$ cat config.mk
export PLATFORM = sky130hd
export DESIGN_NAME = sfb_synth_ctrl
export DESIGN_NICKNAME = d
export VERILOG_FILES = /design/src/sfb_pkg.sv /design/src/sfb_div_if.sv /design/src/sfb_rate_div.sv /design/src/sfb_synth_ctrl.sv
export SDC_FILE = /design/constraint.sdc
export NUM_CORES = 1
export LEC_CHECK = 0
export BUFFER_PORTS_ARGS = -buffer_cell sky130_fd_sc_hd__buf_4
export CORE_UTILIZATION = 50
export CTS_CLUSTER_DIAMETER = 40
export CTS_CLUSTER_SIZE = 10
export DETAILED_ROUTE_END_ITERATION = 10
export GPL_TIMING_DRIVEN = 0
export PLACE_DENSITY = 0.7
export SLEW_MARGIN = 20
export SYNTH_ARGS = -nofsm -noshare
export SYNTH_HDL_FRONTEND = slang
export SYNTH_SLANG_ARGS = --single-unit
$ cat constraint.sdc
create_clock -name ref_clk -period 5.2 [get_ports ref_clk]
set_clock_uncertainty 0.1 [all_clocks]
set_input_delay 0 -clock ref_clk [delete_from_list [all_inputs] [get_ports ref_clk]]
set_output_delay 0 -clock ref_clk [all_outputs]
set_load 0.05 [all_outputs]
$ cat src/sfb_pkg.sv
// package: register map, field layout, reset values and encodings of the synthesizer control
// Contract
// frequency step is reference over two to the nineteen, nineteen-bit fraction
// carrier word is 24 bits over three byte registers, carrier is step times word
// writing upper or middle byte does not change the active carrier
// host writes upper bytes first and ends with the low byte
// with sequencer on, synthesizer starts once the oscillator is stable
// manual host waits oscillator startup or reference clock before synthesizer
// reference clock output shows no edges until the oscillator is stable
// fifth io pin carries reference or a fraction chosen by the divider select
// reference clock output on after reset, stopped only in sleep; the code also stops it for divider selects above 5
// host turns the reference clock output off when unused
// coarse calibration after reset, fine calibration on each synthesizer start
// with sequencer on, receiver or transmitter starts once the synthesizer locks
// manual host waits lock time or lock indicator before receiver or transmitter
// lock indicator goes high when the synthesizer is in locking range
// host tolerates lock indicator dropping during wide-deviation keying
// keyed modulation up to 300 kb/s inside the loop bandwidth
// continuous unshaped data is asynchronous; shaped data follows the bit clock
// packet or shaped continuous bit rate is reference over the divisor; the code raises divisors below 2 to 2
// carrier bytes read back as last written, before the low byte commits
package sfb_pkg;
   localparam int FREQUENCY_STEP_FRAC_BITS = 19;
   localparam int CARRIER_BITS = 24;
   localparam int BR_BITS = 16;
   localparam logic [6:0] ADDR_OPMODE = 7'h01;
   localparam logic [6:0] ADDR_DATAMOD = 7'h02;
   localparam logic [6:0] ADDR_BR_MSB = 7'h03;
   localparam logic [6:0] ADDR_BR_LSB = 7'h04;
   localparam logic [6:0] ADDR_FRF_MSB = 7'h07;
   localparam logic [6:0] ADDR_FRF_MID = 7'h08;
   localparam logic [6:0] ADDR_FRF_LSB = 7'h09;
   localparam logic [6:0] ADDR_IOMAP2 = 7'h26;
   localparam logic [6:0] ADDR_STATUS = 7'h27;
   localparam int OPMODE_SEQ_OFF_BIT = 7;
   localparam int OPMODE_MODE_LSB = 2;
   localparam int DATAMOD_CONT_BIT = 6;
   localparam int DATAMOD_SHAPE_LSB = 0;
   localparam int CLKSEL_LSB = 0;
   localparam logic [2:0] CLKSEL_MAX = 3'h5;
   localparam logic [2:0] CLKSEL_OFF = 3'h7;
   localparam logic [7:0] OPMODE_RST = 8'h04;
   localparam logic [7:0] DATAMOD_RST = 8'h00;
   localparam logic [7:0] IOMAP2_RST = 8'h00;
   localparam logic [15:0] BR_RST = 16'h1A0B;
   localparam logic [15:0] BR_MIN = 16'h0002;
   localparam logic [23:0] FRF_RST = 24'h000000;
   localparam logic [2:0] SPI_LAST_BIT = 3'h7;
   typedef enum logic [2:0] {
      MODE_SLEEP = 3'b000,
      MODE_STDBY = 3'b001,
      MODE_FS = 3'b010,
      MODE_TX = 3'b011,
      MODE_RX = 3'b100
   } sfb_mode_t;
   typedef enum logic [1:0] {
      SEQ_BOOT = 2'b00,
      SEQ_COARSE = 2'b01,
      SEQ_ACTIVE = 2'b10
   } sfb_seq_t;
endpackage

$ cat src/sfb_div_if.sv
// interface: request and answer of one rate divider
`timescale 1ns/1ps
`default_nettype none
interface sfb_div_if #(parameter int W = 16);
   logic [W-1:0] divisor;
   logic run;
   logic tick;
   logic level;
   modport ctrl (output divisor, output run, input tick, input level);
   modport div (input divisor, input run, output tick, output level);
endinterface
`default_nettype wire

$ cat src/sfb_rate_div.sv
// module: free divider giving a one-cycle tick and a half-duty level per period
`timescale 1ns/1ps
`default_nettype none
module sfb_rate_div #(parameter int W = 16) (
   // clock and reset
   input wire logic clk,
   input wire logic reset,
   // divider port
   sfb_div_if.div dv
);
   import sfb_pkg::*;
   typedef struct packed {
      logic [W-1:0] cnt;
      logic lvl;
      logic tick;
   } sfb_div_t;
   sfb_div_t s;
   sfb_div_t n;

   always_comb begin
      n = s;
      if (!dv.run) begin
         // preload so the first running cycle wraps: the first rising level carries a tick
         n.cnt = '1;
         n.lvl = 1'b0;
         n.tick = 1'b0;
      end else begin
         if (s.cnt >= dv.divisor - 1'b1) begin
            n.cnt = '0;
         end else begin
            n.cnt = s.cnt + 1'b1;
         end
         n.tick = (n.cnt == '0);
         n.lvl = (n.cnt < (dv.divisor >> 1));
      end
   end

   always_ff @(posedge clk) begin
      if (reset) begin
         s <= '0;
      end else begin
         s <= n;
      end
   end

   assign dv.tick = s.tick;
   assign dv.level = s.lvl;
endmodule
`default_nettype wire

$ cat src/sfb_synth_ctrl.sv
// module: register port, startup sequencer, reference clock output and bit clock of the synthesizer
`timescale 1ns/1ps
`default_nettype none
module sfb_synth_ctrl (
   // clock and reset
   input wire logic ref_clk,
   input wire logic reset,
   // register port pins
   input wire logic spiSck,
   input wire logic spiMosi,
   input wire logic spiNssN,
   output logic spiMiso,
   output logic spiMisoOe,
   // oscillator and synthesizer
   input wire logic oscStableIn,
   input wire logic pllLockIn,
   output logic oscEnable,
   output logic synthEnable,
   output logic coarseCalStart,
   output logic fineCalStart,
   output logic rxEnable,
   output logic txEnable,
   output logic [sfb_pkg::CARRIER_BITS-1:0] carrierWord,
   output logic [sfb_pkg::CARRIER_BITS-sfb_pkg::FREQUENCY_STEP_FRAC_BITS-1:0] carrierIntPart,
   output logic [sfb_pkg::FREQUENCY_STEP_FRAC_BITS-1:0] carrierFracPart,
   // digital io
   output logic refClockOut,
   output logic pllLockOut,
   output logic bitClockOut,
   output logic bitClockOe,
   input wire logic serialDataIn,
   output logic txBitOut
);
   import sfb_pkg::*;
   typedef struct packed {
      logic sckS1, sckS2, sckS3, mosiS1, mosiS2, nssS1, nssS2;
      logic dataS1, dataS2, oscS1, oscS2, lockS1, lockS2;
      logic [2:0] bitCnt;
      logic inAddr;
      logic isWrite;
      logic [6:0] addr;
      logic [7:0] shIn;
      logic [7:0] shOut;
      logic [7:0] opMode;
      logic [7:0] dataMod;
      logic [15:0] brDiv;
      logic [7:0] frfMsb;
      logic [7:0] frfMid;
      logic [7:0] carrier_low_byte;
      logic [23:0] frfActive;
      logic [7:0] ioMap2;
      sfb_seq_t seq;
      logic coarseCal, fineCal, synthEn, txEn, rxEn, oscEn;
      logic refGate;
      logic txBit;
   } sfb_state_t;
   sfb_state_t s;
   sfb_state_t n;

   sfb_div_if #(.W(BR_BITS)) refIf();
   sfb_div_if #(.W(BR_BITS)) bitIf();

   sfb_mode_t mode;
   logic seqOn, wantSynth, contMode, shaped, sckRise, sckFall;
   logic [2:0] clkSel;
   logic [15:0] brEff;
   logic wrStrobe, wrLsb, wrMsb;
   logic [7:0] wrByte;

   // status word: oscillator, synthesizer, transmitter, lock, receiver
   function automatic logic [7:0] readReg(input logic [6:0] a, input sfb_state_t st);
      logic [7:0] d;
      d = 8'h00;
      if (a == ADDR_OPMODE) begin
         d = st.opMode;
      end else if (a == ADDR_DATAMOD) begin
         d = st.dataMod;
      end else if (a == ADDR_BR_MSB) begin
         d = st.brDiv[15:8];
      end else if (a == ADDR_BR_LSB) begin
         d = st.brDiv[7:0];
      end else if (a == ADDR_FRF_MSB) begin
         d = st.frfMsb;
      end else if (a == ADDR_FRF_MID) begin
         d = st.frfMid;
      end else if (a == ADDR_FRF_LSB) begin
         d = st.carrier_low_byte;
      end else if (a == ADDR_IOMAP2) begin
         d = st.ioMap2;
      end else if (a == ADDR_STATUS) begin
         d = {st.oscS2, st.synthEn, st.txEn, st.lockS2, st.rxEn, 3'h0};
      end
      return d;
   endfunction

   assign mode = sfb_mode_t'(s.opMode[OPMODE_MODE_LSB +: 3]);
   assign seqOn = !s.opMode[OPMODE_SEQ_OFF_BIT];
   assign wantSynth = (mode == MODE_FS) || (mode == MODE_TX) || (mode == MODE_RX);
   assign contMode = s.dataMod[DATAMOD_CONT_BIT];
   assign shaped = (s.dataMod[DATAMOD_SHAPE_LSB +: 2] != 2'h0);
   assign clkSel = s.ioMap2[CLKSEL_LSB +: 3];
   // a zero or one divisor would stall the bit clock, so clamp it
   assign brEff = (s.brDiv < BR_MIN) ? BR_MIN : s.brDiv;
   assign sckRise = s.sckS2 && !s.sckS3;
   assign sckFall = !s.sckS2 && s.sckS3;

   always_comb begin
      n = s;
      wrStrobe = 1'b0;
      wrByte = {s.shIn[6:0], s.mosiS2};
      n.sckS1 = spiSck;
      n.sckS2 = s.sckS1;
      n.sckS3 = s.sckS2;
      n.mosiS1 = spiMosi;
      n.mosiS2 = s.mosiS1;
      n.nssS1 = spiNssN;
      n.nssS2 = s.nssS1;
      n.dataS1 = serialDataIn;
      n.dataS2 = s.dataS1;
      n.oscS1 = oscStableIn;
      n.oscS2 = s.oscS1;
      n.lockS1 = pllLockIn;
      n.lockS2 = s.lockS1;
      // register port: address byte with write flag, then bytes at rising addresses
      if (s.nssS2) begin
         n.bitCnt = 3'h0;
         n.inAddr = 1'b1;
         n.shOut = 8'h00;
      end else if (sckRise) begin
         n.shIn = wrByte;
         n.bitCnt = s.bitCnt + 3'h1;
         if (s.bitCnt == SPI_LAST_BIT) begin
            if (s.inAddr) begin
               n.inAddr = 1'b0;
               n.isWrite = wrByte[7];
               n.addr = wrByte[6:0];
               n.shOut = readReg(wrByte[6:0], s);
            end else begin
               wrStrobe = s.isWrite;
               n.addr = s.addr + 7'h01;
               n.shOut = readReg(s.addr + 7'h01, s);
            end
         end
      end else if (sckFall && (s.bitCnt != 3'h0) && !s.inAddr) begin
         n.shOut = {s.shOut[6:0], 1'b0};
      end
      if (wrStrobe) begin
         if (s.addr == ADDR_OPMODE) begin
            n.opMode = wrByte;
         end else if (s.addr == ADDR_DATAMOD) begin
            n.dataMod = wrByte;
         end else if (s.addr == ADDR_BR_MSB) begin
            n.brDiv[15:8] = wrByte;
         end else if (s.addr == ADDR_BR_LSB) begin
            n.brDiv[7:0] = wrByte;
         end else if (s.addr == ADDR_FRF_MSB) begin
            n.frfMsb = wrByte;
         end else if (s.addr == ADDR_FRF_MID) begin
            n.frfMid = wrByte;
         end else if (s.addr == ADDR_FRF_LSB) begin
            n.carrier_low_byte = wrByte;
            n.frfActive = {s.frfMsb, s.frfMid, wrByte};
         end else if (s.addr == ADDR_IOMAP2) begin
            n.ioMap2 = wrByte;
         end
      end
      // startup sequencer
      n.coarseCal = 1'b0;
      n.oscEn = (mode != MODE_SLEEP);
      case (s.seq)
         SEQ_BOOT: begin
            n.seq = SEQ_COARSE;
         end
         SEQ_COARSE: begin
            n.coarseCal = 1'b1;
            n.seq = SEQ_ACTIVE;
         end
         default: begin
            n.seq = SEQ_ACTIVE;
         end
      endcase
      if (s.seq != SEQ_ACTIVE) begin
         n.synthEn = 1'b0;
         n.txEn = 1'b0;
         n.rxEn = 1'b0;
      end else if (seqOn) begin
         n.synthEn = wantSynth && s.oscS2;
         // once running, a lock drop during wide keying does not stop the path
         n.txEn = (mode == MODE_TX) && s.synthEn && (s.lockS2 || s.txEn);
         n.rxEn = (mode == MODE_RX) && s.synthEn && (s.lockS2 || s.rxEn);
      end else begin
         n.synthEn = wantSynth;
         n.txEn = (mode == MODE_TX);
         n.rxEn = (mode == MODE_RX);
      end
      n.fineCal = n.synthEn && !s.synthEn;
      // reference clock gate follows the stable oscillator, off in sleep
      n.refGate = s.oscS2 && (mode != MODE_SLEEP) && (clkSel <= CLKSEL_MAX);
      // unshaped continuous data passes straight; otherwise taken on the bit clock edge
      if (contMode && !shaped) begin
         n.txBit = s.dataS2;
      end else if (bitIf.tick) begin
         n.txBit = s.dataS2;
      end
   end

   assign wrLsb = wrStrobe && (s.addr == ADDR_FRF_LSB);
   assign wrMsb = wrStrobe && (s.addr == ADDR_FRF_MSB);

   always_ff @(posedge ref_clk) begin
      if (reset) begin
         s <= '0;
         s.sckS1 <= 1'b0;
         s.nssS1 <= 1'b1;
         s.nssS2 <= 1'b1;
         s.inAddr <= 1'b1;
         s.opMode <= OPMODE_RST;
         s.dataMod <= DATAMOD_RST;
         s.brDiv <= BR_RST;
         s.frfMsb <= FRF_RST[23:16];
         s.frfMid <= FRF_RST[15:8];
         s.carrier_low_byte <= FRF_RST[7:0];
         s.frfActive <= FRF_RST;
         s.ioMap2 <= IOMAP2_RST;
         s.seq <= SEQ_BOOT;
      end else begin
         s <= n;
      end
   end

   assign refIf.run = s.refGate;
   assign refIf.divisor = 16'h0001 << clkSel;
   assign bitIf.run = (!contMode || shaped) && (s.txEn || s.rxEn);
   assign bitIf.divisor = brEff;

   sfb_rate_div #(.W(BR_BITS)) uRefDiv (.clk(ref_clk), .reset(reset), .dv(refIf.div));
   sfb_rate_div #(.W(BR_BITS)) uBitDiv (.clk(ref_clk), .reset(reset), .dv(bitIf.div));

   assign spiMiso = s.shOut[7];
   assign spiMisoOe = !s.nssS2;
   assign oscEnable = s.oscEn;
   assign synthEnable = s.synthEn;
   assign coarseCalStart = s.coarseCal;
   assign fineCalStart = s.fineCal;
   assign rxEnable = s.rxEn;
   assign txEnable = s.txEn;
   assign carrierWord = s.frfActive;
   // integer and nineteen-bit fraction feed the sigma-delta divider
   assign carrierIntPart = s.frfActive[CARRIER_BITS-1:FREQUENCY_STEP_FRAC_BITS];
   assign carrierFracPart = s.frfActive[FREQUENCY_STEP_FRAC_BITS-1:0];
   // full-rate select passes the clock itself; the gate flop changes while the clock
   // is high, so a short first pulse is possible on enable
   assign refClockOut = s.refGate && ((clkSel == 3'h0) ? ref_clk : refIf.level);
   assign pllLockOut = s.lockS2;
   assign bitClockOut = bitIf.level;
   assign bitClockOe = contMode && shaped;
   assign txBitOut = s.txBit;

   // assertion helpers: gap between bit ticks under a steady divisor
   logic [15:0] tickGap;
   logic gapOk;
   logic [15:0] brEffQ;
   always_ff @(posedge ref_clk) begin
      brEffQ <= brEff;
      if (reset || !bitIf.run || (brEff != brEffQ)) begin
         tickGap <= 16'h0000;
         gapOk <= 1'b0;
      end else if (bitIf.tick) begin
         tickGap <= 16'h0000;
         gapOk <= 1'b1;
      end else begin
         tickGap <= tickGap + 16'h0001;
      end
   end

   AST_FRF_HOLD: assert property (@(posedge ref_clk) disable iff (reset)
      !wrLsb |=> $stable(carrierWord)) else $error("carrier changed without low byte write");
   AST_FRF_COMMIT: assert property (@(posedge ref_clk) disable iff (reset)
      wrLsb |=> (carrierWord == {s.frfMsb, s.frfMid, s.carrier_low_byte}))
      else $error("carrier word not committed from staged bytes");
   AST_FRF_READBACK: assert property (@(posedge ref_clk) disable iff (reset)
      wrMsb |=> (s.frfMsb == $past(wrByte)) && $stable(carrierWord))
      else $error("upper carrier byte not held for readback");
   AST_SYNTH_AUTO: assert property (@(posedge ref_clk) disable iff (reset)
      (s.seq == SEQ_ACTIVE && seqOn && wantSynth && s.oscS2) |=> synthEnable)
      else $error("synthesizer not started on stable oscillator");
   AST_REF_GATED: assert property (@(posedge ref_clk) disable iff (reset)
      (!s.oscS2)[*2] |-> !s.refGate) else $error("reference clock enabled before oscillator stable");
   AST_REF_SLEEP: assert property (@(posedge ref_clk) disable iff (reset)
      (mode == MODE_SLEEP)[*2] |-> !refIf.run) else $error("reference clock running in sleep");
   AST_COARSE_CAL: assert property (@(posedge ref_clk) disable iff (reset)
      $fell(reset) |-> ##[1:3] coarseCalStart) else $error("no coarse calibration after reset");
   AST_FINE_CAL: assert property (@(posedge ref_clk) disable iff (reset)
      $rose(synthEnable) |-> fineCalStart ##1 !fineCalStart)
      else $error("fine calibration pulse missing on synthesizer start");
   AST_TX_AFTER_LOCK: assert property (@(posedge ref_clk) disable iff (reset)
      (seqOn && mode == MODE_TX && s.synthEn && s.lockS2) |=> txEnable)
      else $error("transmitter not started after lock");
   AST_BIT_RATE: assert property (@(posedge ref_clk) disable iff (reset)
      (bitIf.tick && gapOk && bitIf.run) |-> (tickGap == brEff - 16'h0001))
      else $error("bit period differs from divisor");
endmodule
`default_nettype wire

==> metrics, run 1 <==
Largest stage delay, worst path=0.59 ns; Die Footprint=0.0217 mm2; worst hold slack=0.0746 ns; initial drt markers=1,052; largest net degree at the start of global routing=17; Max transition margin=0.371; WL final=35.5 mm; Clock Pin Slew Worst Setup and Hold Paths=0.08 ns; Worst setup SP type=flip-flop; slowest CP cell=or4_4; multi-input logic area=0.00657 mm2; Initial Util=0.516; Leak Pwr=5.11 nW; cell-by-cell trace of the critical path=or4_4, nor3_4, nand3_1, o21ai_2, ha_4, nand2_1, nor3_2, xnor2_1, ha_1, o21a_1, o21a_1, o21ai_2, nor3_1, a21o_4, buf_4, nor2_4, ha_1, nand4_1, nor2_1, a21oi_1, o211ai_1, a21oi_1, o21ai_1, a211oi_2; Max Freq=0.195 GHz; FP Rows=52; share of cells above drive strength 1=0.154; overall power=2.93 mW; Worst EP required=5.57 ns; DR vias=10,400; Hold Violations, Final=0; Die Height=147 um; CTS tree=done; Seq/Total Area, Yosys=0.312; Buf+Inv Stages, Crit Path=1; Worst Tran Pin Value=0.937 ns; worst r2r src=s[75]; placed cells=1,646; number of port buffers=67; initial antenna violation count=0; register area=0.00331 mm2; Via density=6.13; Pre-antenna DRT Iters=6; Yosys cell types=81; Area growth, synth to finish=16.9%; Post-DRT Antenna Nets=0; routability congestion estimate=1.01; chip width=147 um; Hold Crit Class=in2reg; Crit Path Class=reg2reg; Detailed Place HPWL=26.7 mm; Reg2Reg Setup Slack=0.08 ns; Post-synth EDFFs=0; pwr dens=237 mW/mm2; commonest non-fill, non-tap cell in the layout=dfxtp_1; reg2reg end=uBitDiv.dv.level; FF-to-FF path depth=24; Final #Nets=1,485; synth warn=0; Place WS=-0.915 ns; asr flop ratio synth=0; Peak VDD IR=0.230 mV; Worst path depth=24; DRC violations left=0; Syn Inst Count=1,307; Worst Setup SP=s[75]; Mapped Area=0.0106 mm2; Layout Cells excl Fill=1,693; Final WS setup=0.0792 ns; CP endpoint kind=flip-flop; fillcell total=1,870; GRT overflow=0; min cycle time layout=5.12 ns; total core area=0.0205 mm2; Mapped Avg Cell Area=8.09 um2; Critical Path End=uBitDiv.dv.level; #FFs+latches synth=165; final setup vio count=0; hold path depth=3; CP max FO=6; vias in the first global route=9,364; io pins=69; number of diodes=0; most frequent cells in the layout=163 x dfxtp_1, 162 x nor2_1, 127 x buf_4; final period utilization=0.985; Max Slew Vio Count=0; max-cap violation count=0; gr usage total=0.328; outcome=finished, final reports clean; first-pass GRT wire length=54.2 mm; Main synth FF type=dfxtp_1; Top Family by Delay on Critical Path=simple AND/OR/NAND/NOR gates; WP data arrival=5.49 ns; Worst-Skew Late Latency=0.55 ns; drt wl/cell=21.0 um; post-route setup TNS=0 ns
area by class of cell:
type | instances | area share
inverter | 47 | 0.0146
multi-input combinational | 969 | 0.531
clock inverter | 13 | 0.0113
sequential | 165 | 0.268
tap | 270 | 0.0273
clock buffer | 22 | 0.0414
timing repair buffer | 81 | 0.0507
buffer | 126 | 0.0561
stage by stage:
step,utilization,cell area [um2]
detailed placement,0.558,11400
finish,0.603,12400
CTS,0.596,12200
floorplan,-,10600
global placement,0.558,11400
global route,0.603,12400
cells by family after synthesis:
family	share of synthesized area
AO/OA/AOI/OAI	0.209
buffers and inverters	0.0818
other	0.000354
multiplexers	0.0713
XOR/XNOR	0.0373
AND/OR/NAND/NOR	0.209
flip-flops	0.312
adder cells (fa/ha/maj)	0.0781
where the power goes:
group | switching [mW] | internal, mW | leakage, nW
combinational | 0.143 | 0.0947 | 3.44
clock | 0.601 | 0.775 | 0.317
sequential | 0.0274 | 1.28 | 1.35
total | 0.771 | 2.15 | 5.11
per-layer routing:
layer | global-route usage | up-vias | share of wire
li1 | - | 4855 | -
met3 | 0.0648 | 93 | 0.088
met2 | 0.492 | 498 | 0.44
met1 | 0.453 | 4924 | 0.44
met4 | 0.149 | 0 | 0.037
met5 | 0 | - | 0
timing repair:
item / 4_1_cts / 5_1_grt
pin swaps: 3 / 11
resized for setup: 20 / 27
setup buffers: 4 / 5
gates cloned: 0 / 0
hold buffers: 6 / 0
setup endpoints to repair: 1 / 2
endpoints found under the hold margin: 6 / 0
worst register-to-register path, cell delays in order (launching register included):
cell,delay (ns)
dfxtp_1,0.37
or4_4,0.60
nor3_4,0.26
nand3_1,0.16
o21ai_2,0.25
ha_4,0.20
nand2_1,0.14
nor3_2,0.17
xnor2_1,0.16
ha_1,0.27
o21a_1,0.11
o21a_1,0.19
o21ai_2,0.19
nor3_1,0.08
a21o_4,0.25
buf_4,0.17
nor2_4,0.12
ha_1,0.25
nand4_1,0.20
nor2_1,0.08
a21oi_1,0.16
o211ai_1,0.13
a21oi_1,0.16
o21ai_1,0.08
a211oi_2,0.20
how the worst min path moves through the flow:
stage | end | slack [ns] | start
after detailed placement | n[132] | 0.09 | spiNssN
after floorplan | n[132] | 0.004 | spiNssN
after CTS | oscEnable | 0.06 | reset
after global routing | n[132] | 0.08 | spiNssN
after global placement | n[132] | 0.09 | spiNssN
final | n[132] | 0.07 | spiNssN
state kept, by name, summed over array words and instances, names as in the netlist:
| name | flops |
|---|---|
| uBitDiv.dv.level | 1 |
| oscEnable | 1 |
| uRefDiv.dv.level | 1 |
| rxEnable | 1 |
| carrierWord | 17 |
| pllLockOut | 1 |
| mode | 3 |
| n | 7 |
| fineCalStart | 1 |
| uBitDiv.s | 16 |
| uBitDiv.dv.tick | 1 |
| txBitOut | 1 |
| contMode | 1 |
| s | 89 |
| uRefDiv.s | 16 |
| spiMiso | 1 |
| clkSel | 3 |
| coarseCalStart | 1 |
| synthEnable | 1 |
| txEnable | 1 |
| refIf.run | 1 |
cell usage after synthesis, types with 6 or more instances:
cell	n	share of area
nor2_1	169	0.060
dfxtp_1	165	0.31
nand2_1	86	0.031
a21oi_1	78	0.037
mux2i_1	72	0.068
clkbuf_1	67	0.024
ha_1	66	0.078
nand3_1	62	0.029
o21ai_0	55	0.026
buf_4	52	0.037
inv_1	44	0.016
o21a_1	40	0.028
xnor2_1	26	0.022
nor2b_1	22	0.013
nor3_1	20	0.0095
nand4_1	19	0.011
xor2_1	19	0.016
a21o_1	16	0.011
and3_1	15	0.0089
a32oi_1	13	0.011
a31oi_1	12	0.0071
a22o_1	10	0.0083
nand2b_1	9	0.0053
o22ai_1	9	0.0053
o211ai_1	8	0.0057
o31ai_1	7	0.0050
or3_1	7	0.0041
a211oi_1	6	0.0043
a22oi_1	6	0.0043
and2_1	6	0.0035
nor3b_1	6	0.0043
nor4_1	6	0.0035
Power figures use the tool's default switching activity.
==> inputs of run 2 (changes only) <==
Clock period 5.2 ns to 4.56 ns, I/O delays scaled along.
==> run 2 against run 1 <==
Net effect: the flow now finishes with violations (setup timing); count of clock-buffer cells in the layout decreased by 1; sequential power is 15% higher; sequential cell count is the same; core utilization is 1.3 points higher; power grew 18%; fmax is 5.6% higher; hold slack got worse by 0.042 ns; routed wire length rose by 4.0%; worst setup slack got worse by 0.37 ns; die area is the same; critical path type unchanged; largest cell class unchanged.
==> metrics, run 2 (synthesis gave the netlist of run 1 again) <==
Hold Violations, Final=0 (unchanged); Post-DRT Antenna Nets=0 (unchanged); first-pass GRT wire length=56.5 mm (+4.3%); total core area=0.0205 mm2 (unchanged); Worst setup SP type=flip-flop; Final WS setup=-0.288 ns (-0.367 ns); hold path start=reset; overall power=3.44 mW (+18%); commonest non-fill, non-tap cell in the layout=nor2_1; max-cap violation count=0 (unchanged); Area growth, synth to finish=19.3%; Pre-antenna DRT Iters=6 (unchanged); drt wl/cell=21.7 um (+3.4%); Worst Tran Pin Value=0.983 ns (+0.0457 ns); most frequent cells in the layout=164 x nor2_1, 159 x dfxtp_1, 137 x buf_4; Worst-Skew Late Latency=0.56 ns (about the same); CP max FO=7 (+1); Place WS=-0.850 ns (+0.0652 ns); Die Height=147 um (unchanged); DP Area=0.0115 mm2 (+0.41%); number of diodes=0 (unchanged); GRT overflow=0 (unchanged); min cycle time layout=4.85 ns (-0.273 ns); Biggest register=s; outcome=finished, violations left; Worst EP required=4.91 ns (-0.66 ns); CP endpoint kind=flip-flop; Detailed Place HPWL=27.1 mm (+1.5%); Initial Util=0.516 (unchanged); CTS tree=done; WL final=36.9 mm (+4.0%); routability congestion estimate=0.976 (-3.1%); Leak Pwr=5.23 nW (+2.4%); pwr dens=273 mW/mm2 (+15%); Final #Nets=1,494 (+0.61%); DR vias=10,500 (+0.93%); chip width=147 um (unchanged); final period utilization=1.06 (+0.0784); initial drt markers=1,051 (-0.095%); final setup vio count=1 (+1); Hold Crit Class=in2reg; fillcell total=1,816 (-2.9%); Peak VDD IR=0.249 mV (+8.4%); Max transition margin=0.339 (-0.0318); RSZ-0062 raised after global routing=true; Worst Setup SP=s[75]; Die Footprint=0.0217 mm2 (unchanged); Crit Path Class=reg2reg; Max Slew Vio Count=0 (unchanged); DRC violations left=0 (unchanged); number of port buffers=67 (unchanged); Clock Pin Slew Worst Setup and Hold Paths=0.07 ns (about the same); io pins=69 (unchanged); FP Rows=52 (unchanged); Max Freq=0.206 GHz (+5.6%); share of cells above drive strength 1=0.173 (+0.0192); WP data arrival=5.19 ns (-0.30 ns); gr usage total=0.343 (+0.0144); vias in the first global route=9,533 (+1.8%); initial antenna violation count=0 (unchanged); max FFs per register=89 (unchanged); violated checks=setup timing; worst r2r src=s[75]; largest net degree at the start of global routing=20 (+3); worst hold slack=0.0330 ns (-0.0415 ns); Via density=6.15 (+0.33%); fin area=0.0126 mm2 (+2.1%); fin util=0.616 (+0.0126)
run 2: cell types whose count changed in the layout (fill, tap and decap cells not counted), moves of 3 or more:
| cell | change |
|---|---|
| nor2_2 | -3 |
| clkinvlp_4 | -3 |
| dfxtp_1 | -4 |
| clkinv_8 | +4 |
| buf_4 | +10 |
| ha_1 | -3 |
| clkbuf_1 | -4 |
run 2: repair_timing:
item,4_1_cts,5_1_grt
gates resized for setup,42,18
setup endpoints to repair,2,2
cloned,1,0
buffers inserted,10,8
hold buffers,6,0
endpoints found under the hold margin,6,0
pin swaps,17,21
run 2: critical path, stage by stage (launching register included):
cell and delay, ns:
dfxtp_2 0.35, or4_4 0.56, nor3_4 0.32, a31oi_4 0.14
nor2b_4 0.15, and2_4 0.17, and2b_1 0.18, xnor2_2 0.14
ha_1 0.31, o21a_1 0.17, o21a_1 0.19, o21ai_2 0.18
o22ai_2 0.12, a21o_4 0.25, clkbuf_16 0.18, nor2_4 0.12
ha_4 0.14, nand4_1 0.14, buf_4 0.19, a2111oi_4 0.36
a221oi_2 0.10, o21ai_1 0.12, a211oi_2 0.05
run 2: stage by stage:
step,std cells,setup TNS [ns]
global placement,1646,-1.32
floorplan,1309,0
global route,1703,-0.430
finish,1703,-0.288
CTS,1695,-0.282
detailed placement,1646,-1.52
run 2: per-layer routing:
layer | wire [um] | GRT usage | vias up | part of all wire
met4 | 1320 | 0.122 | 0 | 0.036
li1 | - | - | 4875 | -
met3 | 3040 | 0.0664 | 84 | 0.082
met5 | 0 | 0 | - | 0
met1 | 16200 | 0.477 | 5016 | 0.44
met2 | 16400 | 0.527 | 491 | 0.44
run 2: final cells by class:
class	count	area [um2]	share of cell area
multi-input cells	969	6670	0.529
flip-flops and latches	165	3320	0.263
plain buffers	125	706	0.0559
repair buffers	91	698	0.0553
clock buffers	21	508	0.0402
well taps	270	338	0.0268
clock inverters	15	200	0.0159
inverters	47	180	0.0143
run 2: path summary, 6_finish.rpt:
check                           slack [ns]          endpoint  cells past startpoint
worst max-delay path                 -0.29  uBitDiv.dv.level                     22
worst min-delay path                  0.03         oscEnable                      2
worst max register to register       -0.29  uBitDiv.dv.level                     22
worst min register to register        0.31            s[132]                      1
run 2: power breakdown:
group          internal [mW]  switching [mW]  leakage (nW)  total [mW]
clock network          0.913           0.748         0.351        1.66
registers               1.46          0.0321          1.35        1.50
logic                  0.116           0.172          3.53       0.289
total                   2.49           0.952          5.23        3.44
==> inputs of run 3 (changes only) <==
Settings changed: BUFFER_PORTS_ARGS -buffer_cell sky130_fd_sc_hd__buf_4 to unset, DONT_BUFFER_PORTS set to 1, PLACE_DENSITY 0.7 to 0.68.
==> run 3 against run 2 <==
Net effect: the flow still finishes with violations (setup timing); worst setup slack improved by 0.0059 ns; fmax increased by 0.12%; routed wire length decreased by 2.9%; clock power about the same; hold slack got worse by 0.026 ns; core utilization decreased by 2.2 points; critical path type unchanged; final cell count decreased by 3.6%; count of clock-buffer cells in the layout increased by 1; die area unchanged; via count decreased by 1.6%.
==> metrics, run 3 (synthesis gave the netlist of run 1 again) <==
outcome=finished, violations left; violated checks=setup timing; Worst EP required=4.93 ns (+0.02 ns); Layout Cells excl Fill=1,641 (-3.6%); Worst setup SP type=flip-flop; max-cap violation count=0 (unchanged); Via density=6.27 (+2.1%); Pre-antenna DRT Iters=6 (unchanged); share of cells above drive strength 1=0.134 (-0.0389); Gate power share=0.083 (about the same); io pins=69 (unchanged); chip width=147 um (unchanged); CP max FO=7 (unchanged); CP endpoint kind=flip-flop; Max Freq=0.207 GHz (+0.12%); post-route setup TNS=-0.282 ns (+0.00595 ns); vias in the first global route=9,441 (-0.97%); Max Slew Vio Count=0 (unchanged); Post-DRT Antenna Nets=0 (unchanged); Crit Path Class=reg2reg; worst hold slack=0.00748 ns (-0.0256 ns); largest net degree at the start of global routing=17 (-15%); DR vias=10,300 (-1.6%); DP Area=0.0110 mm2 (-4.4%); slowest CP cell=or4_4; Top Family by Delay on Critical Path=simple AND/OR/NAND/NOR gates; Clock Power Share=0.483 (about the same); pwr dens=284 mW/mm2 (+4.1%); fin area=0.0122 mm2 (-3.6%); Clock Pin Slew Worst Setup and Hold Paths=0.07 ns (about the same); number of diodes=0 (unchanged); Worst Tran Pin Value=0.986 ns (+0.00309 ns); Buf+Inv Stages, Crit Path=2 (unchanged); Leak Pwr=4.88 nW (-6.6%); Die Height=147 um (unchanged); initial antenna violation count=0 (unchanged); Initial Util=0.516 (unchanged); Final #Nets=1,432 (-4.1%); Hold Crit Class=in2reg; overall power=3.45 mW (+0.31%); placed cells=1,579 (-4.1%); routability congestion estimate=0.989 (+1.3%); Seq pwr share=0.435 (about the same); Die Footprint=0.0217 mm2 (unchanged); first-pass GRT wire length=55.9 mm (-1.1%); switching portion of total power=0.265 (-0.0116); cell-by-cell trace of the critical path=or4_4, nor3_4, buf_6, a31oi_4, nor2b_4, and2_4, and2b_1, xnor2_2, ha_1, o21a_1, o21a_1, o21ai_2, nor3_1, a21o_2, clkbuf_16, nor2_4, ha_4, nand4_1, nor2_1, a21oi_1, o211ai_1, a21oi_1, o21ai_1, a211oi_2; Int Power=2.54 mW (+1.9%); Hold Violations, Final=0 (unchanged); most frequent cells in the layout=158 x nor2_1, 158 x dfxtp_1, 85 x nand2_1; Max transition margin=0.338 (-0.00102); Peak VDD IR=0.252 mV (+1.3%); final period utilization=1.06 (-0.00130); Detailed Place HPWL=26.3 mm (-2.9%); WL final=35.9 mm (-2.9%); sw power=915 uW (-3.9%); Final WS setup=-0.282 ns (+0.00595 ns); Reg2Reg Setup Slack=-0.28 ns (about the same); DRC violations left=0 (unchanged); CTS tree=done; RSZ-0062 raised after global routing=true; WP data arrival=5.21 ns (+0.02 ns); max FFs per register=89 (unchanged); FP Rows=52 (unchanged); gr usage total=0.338 (-0.00428); Worst-Skew Late Latency=0.56 ns (about the same); GRT overflow=0 (unchanged); number of port buffers=0 (-100%); initial drt markers=1,069 (+1.7%); drt wl/cell=21.9 um (+0.76%); Largest stage delay, worst path=0.53 ns (-0.03 ns); total core area=0.0205 mm2 (unchanged); Area growth, synth to finish=15.0%; min cycle time layout=4.84 ns (-0.00595 ns); final setup vio count=1 (unchanged); Biggest register=s
==> run 3: worst reg2reg max path, stage by stage, from the launching register on <==
cell	delay (ns)
dfxtp_1	0.39
or4_4	0.53
nor3_4	0.25
buf_6	0.14
a31oi_4	0.08
nor2b_4	0.14
and2_4	0.15
and2b_1	0.18
xnor2_2	0.15
ha_1	0.30
o21a_1	0.17
o21a_1	0.20
o21ai_2	0.15
nor3_1	0.06
a21o_2	0.31
clkbuf_16	0.20
nor2_4	0.13
ha_4	0.22
nand4_1	0.15
nor2_1	0.07
a21oi_1	0.13
o211ai_1	0.11
a21oi_1	0.17
o21ai_1	0.10
a211oi_2	0.17
==> run 3: power groups by stage <==
| stage | Sequential, mW | Combinational [mW] | Clock (mW) |
|---|---|---|---|
| detailed placement | 1.54 | 0.236 | 0.00766 |
| finish | 1.50 | 0.286 | 1.67 |
| floorplan | 1.52 | 0.176 | 0.00766 |
| CTS | 1.50 | 0.277 | 1.68 |
| global route | 1.51 | 0.316 | 1.74 |
| global placement | 1.54 | 0.232 | 0.00766 |
==> run 3: metal layers <==
| metal | part of all wire | global-route usage |
|---|---|---|
| met5 | 0 | 0 |
| met4 | 0.031 | 0.121 |
| met3 | 0.081 | 0.0654 |
| met2 | 0.44 | 0.528 |
| met1 | 0.44 | 0.464 |
==> run 3: final timing paths <==
| path | from | to | cells past startpoint |
|---|---|---|---|
| setup / recovery | s[77] | uBitDiv.dv.level | 24 |
| hold / removal | spiSck | n[137] | 2 |
| setup reg to reg | s[77] | uBitDiv.dv.level | 24 |
| hold reg to reg | n[132] | s[132] | 1 |
==> run 3: area by class of cell <==
type	instances	area, um2
timing repair buffer	30	269
inverter	47	178
sequential	165	3320
clock inverter	13	160
clock buffer	22	518
multi-input combinational	969	6670
tap	270	338
buffer	125	711
fill	1940	8330
==> run 3: repair_timing <==
action,4_1_cts,5_1_grt
cloned,1,0
hold buffers,12,0
setup buffers,16,1
resized for setup,53,12
endpoints found under the hold margin,7,0
setup endpoints to repair,2,2
pin swaps,30,14
==> run 3: metrics by stage <==
step / util / setup slack, ns
2_1_floorplan: - / 0.00230
3_3_place_gp: 0.535 / -0.832
6_report: 0.593 / -0.282
5_1_grt: 0.593 / -0.483
3_5_place_dp: 0.535 / -0.876
4_1_cts: 0.591 / -0.301
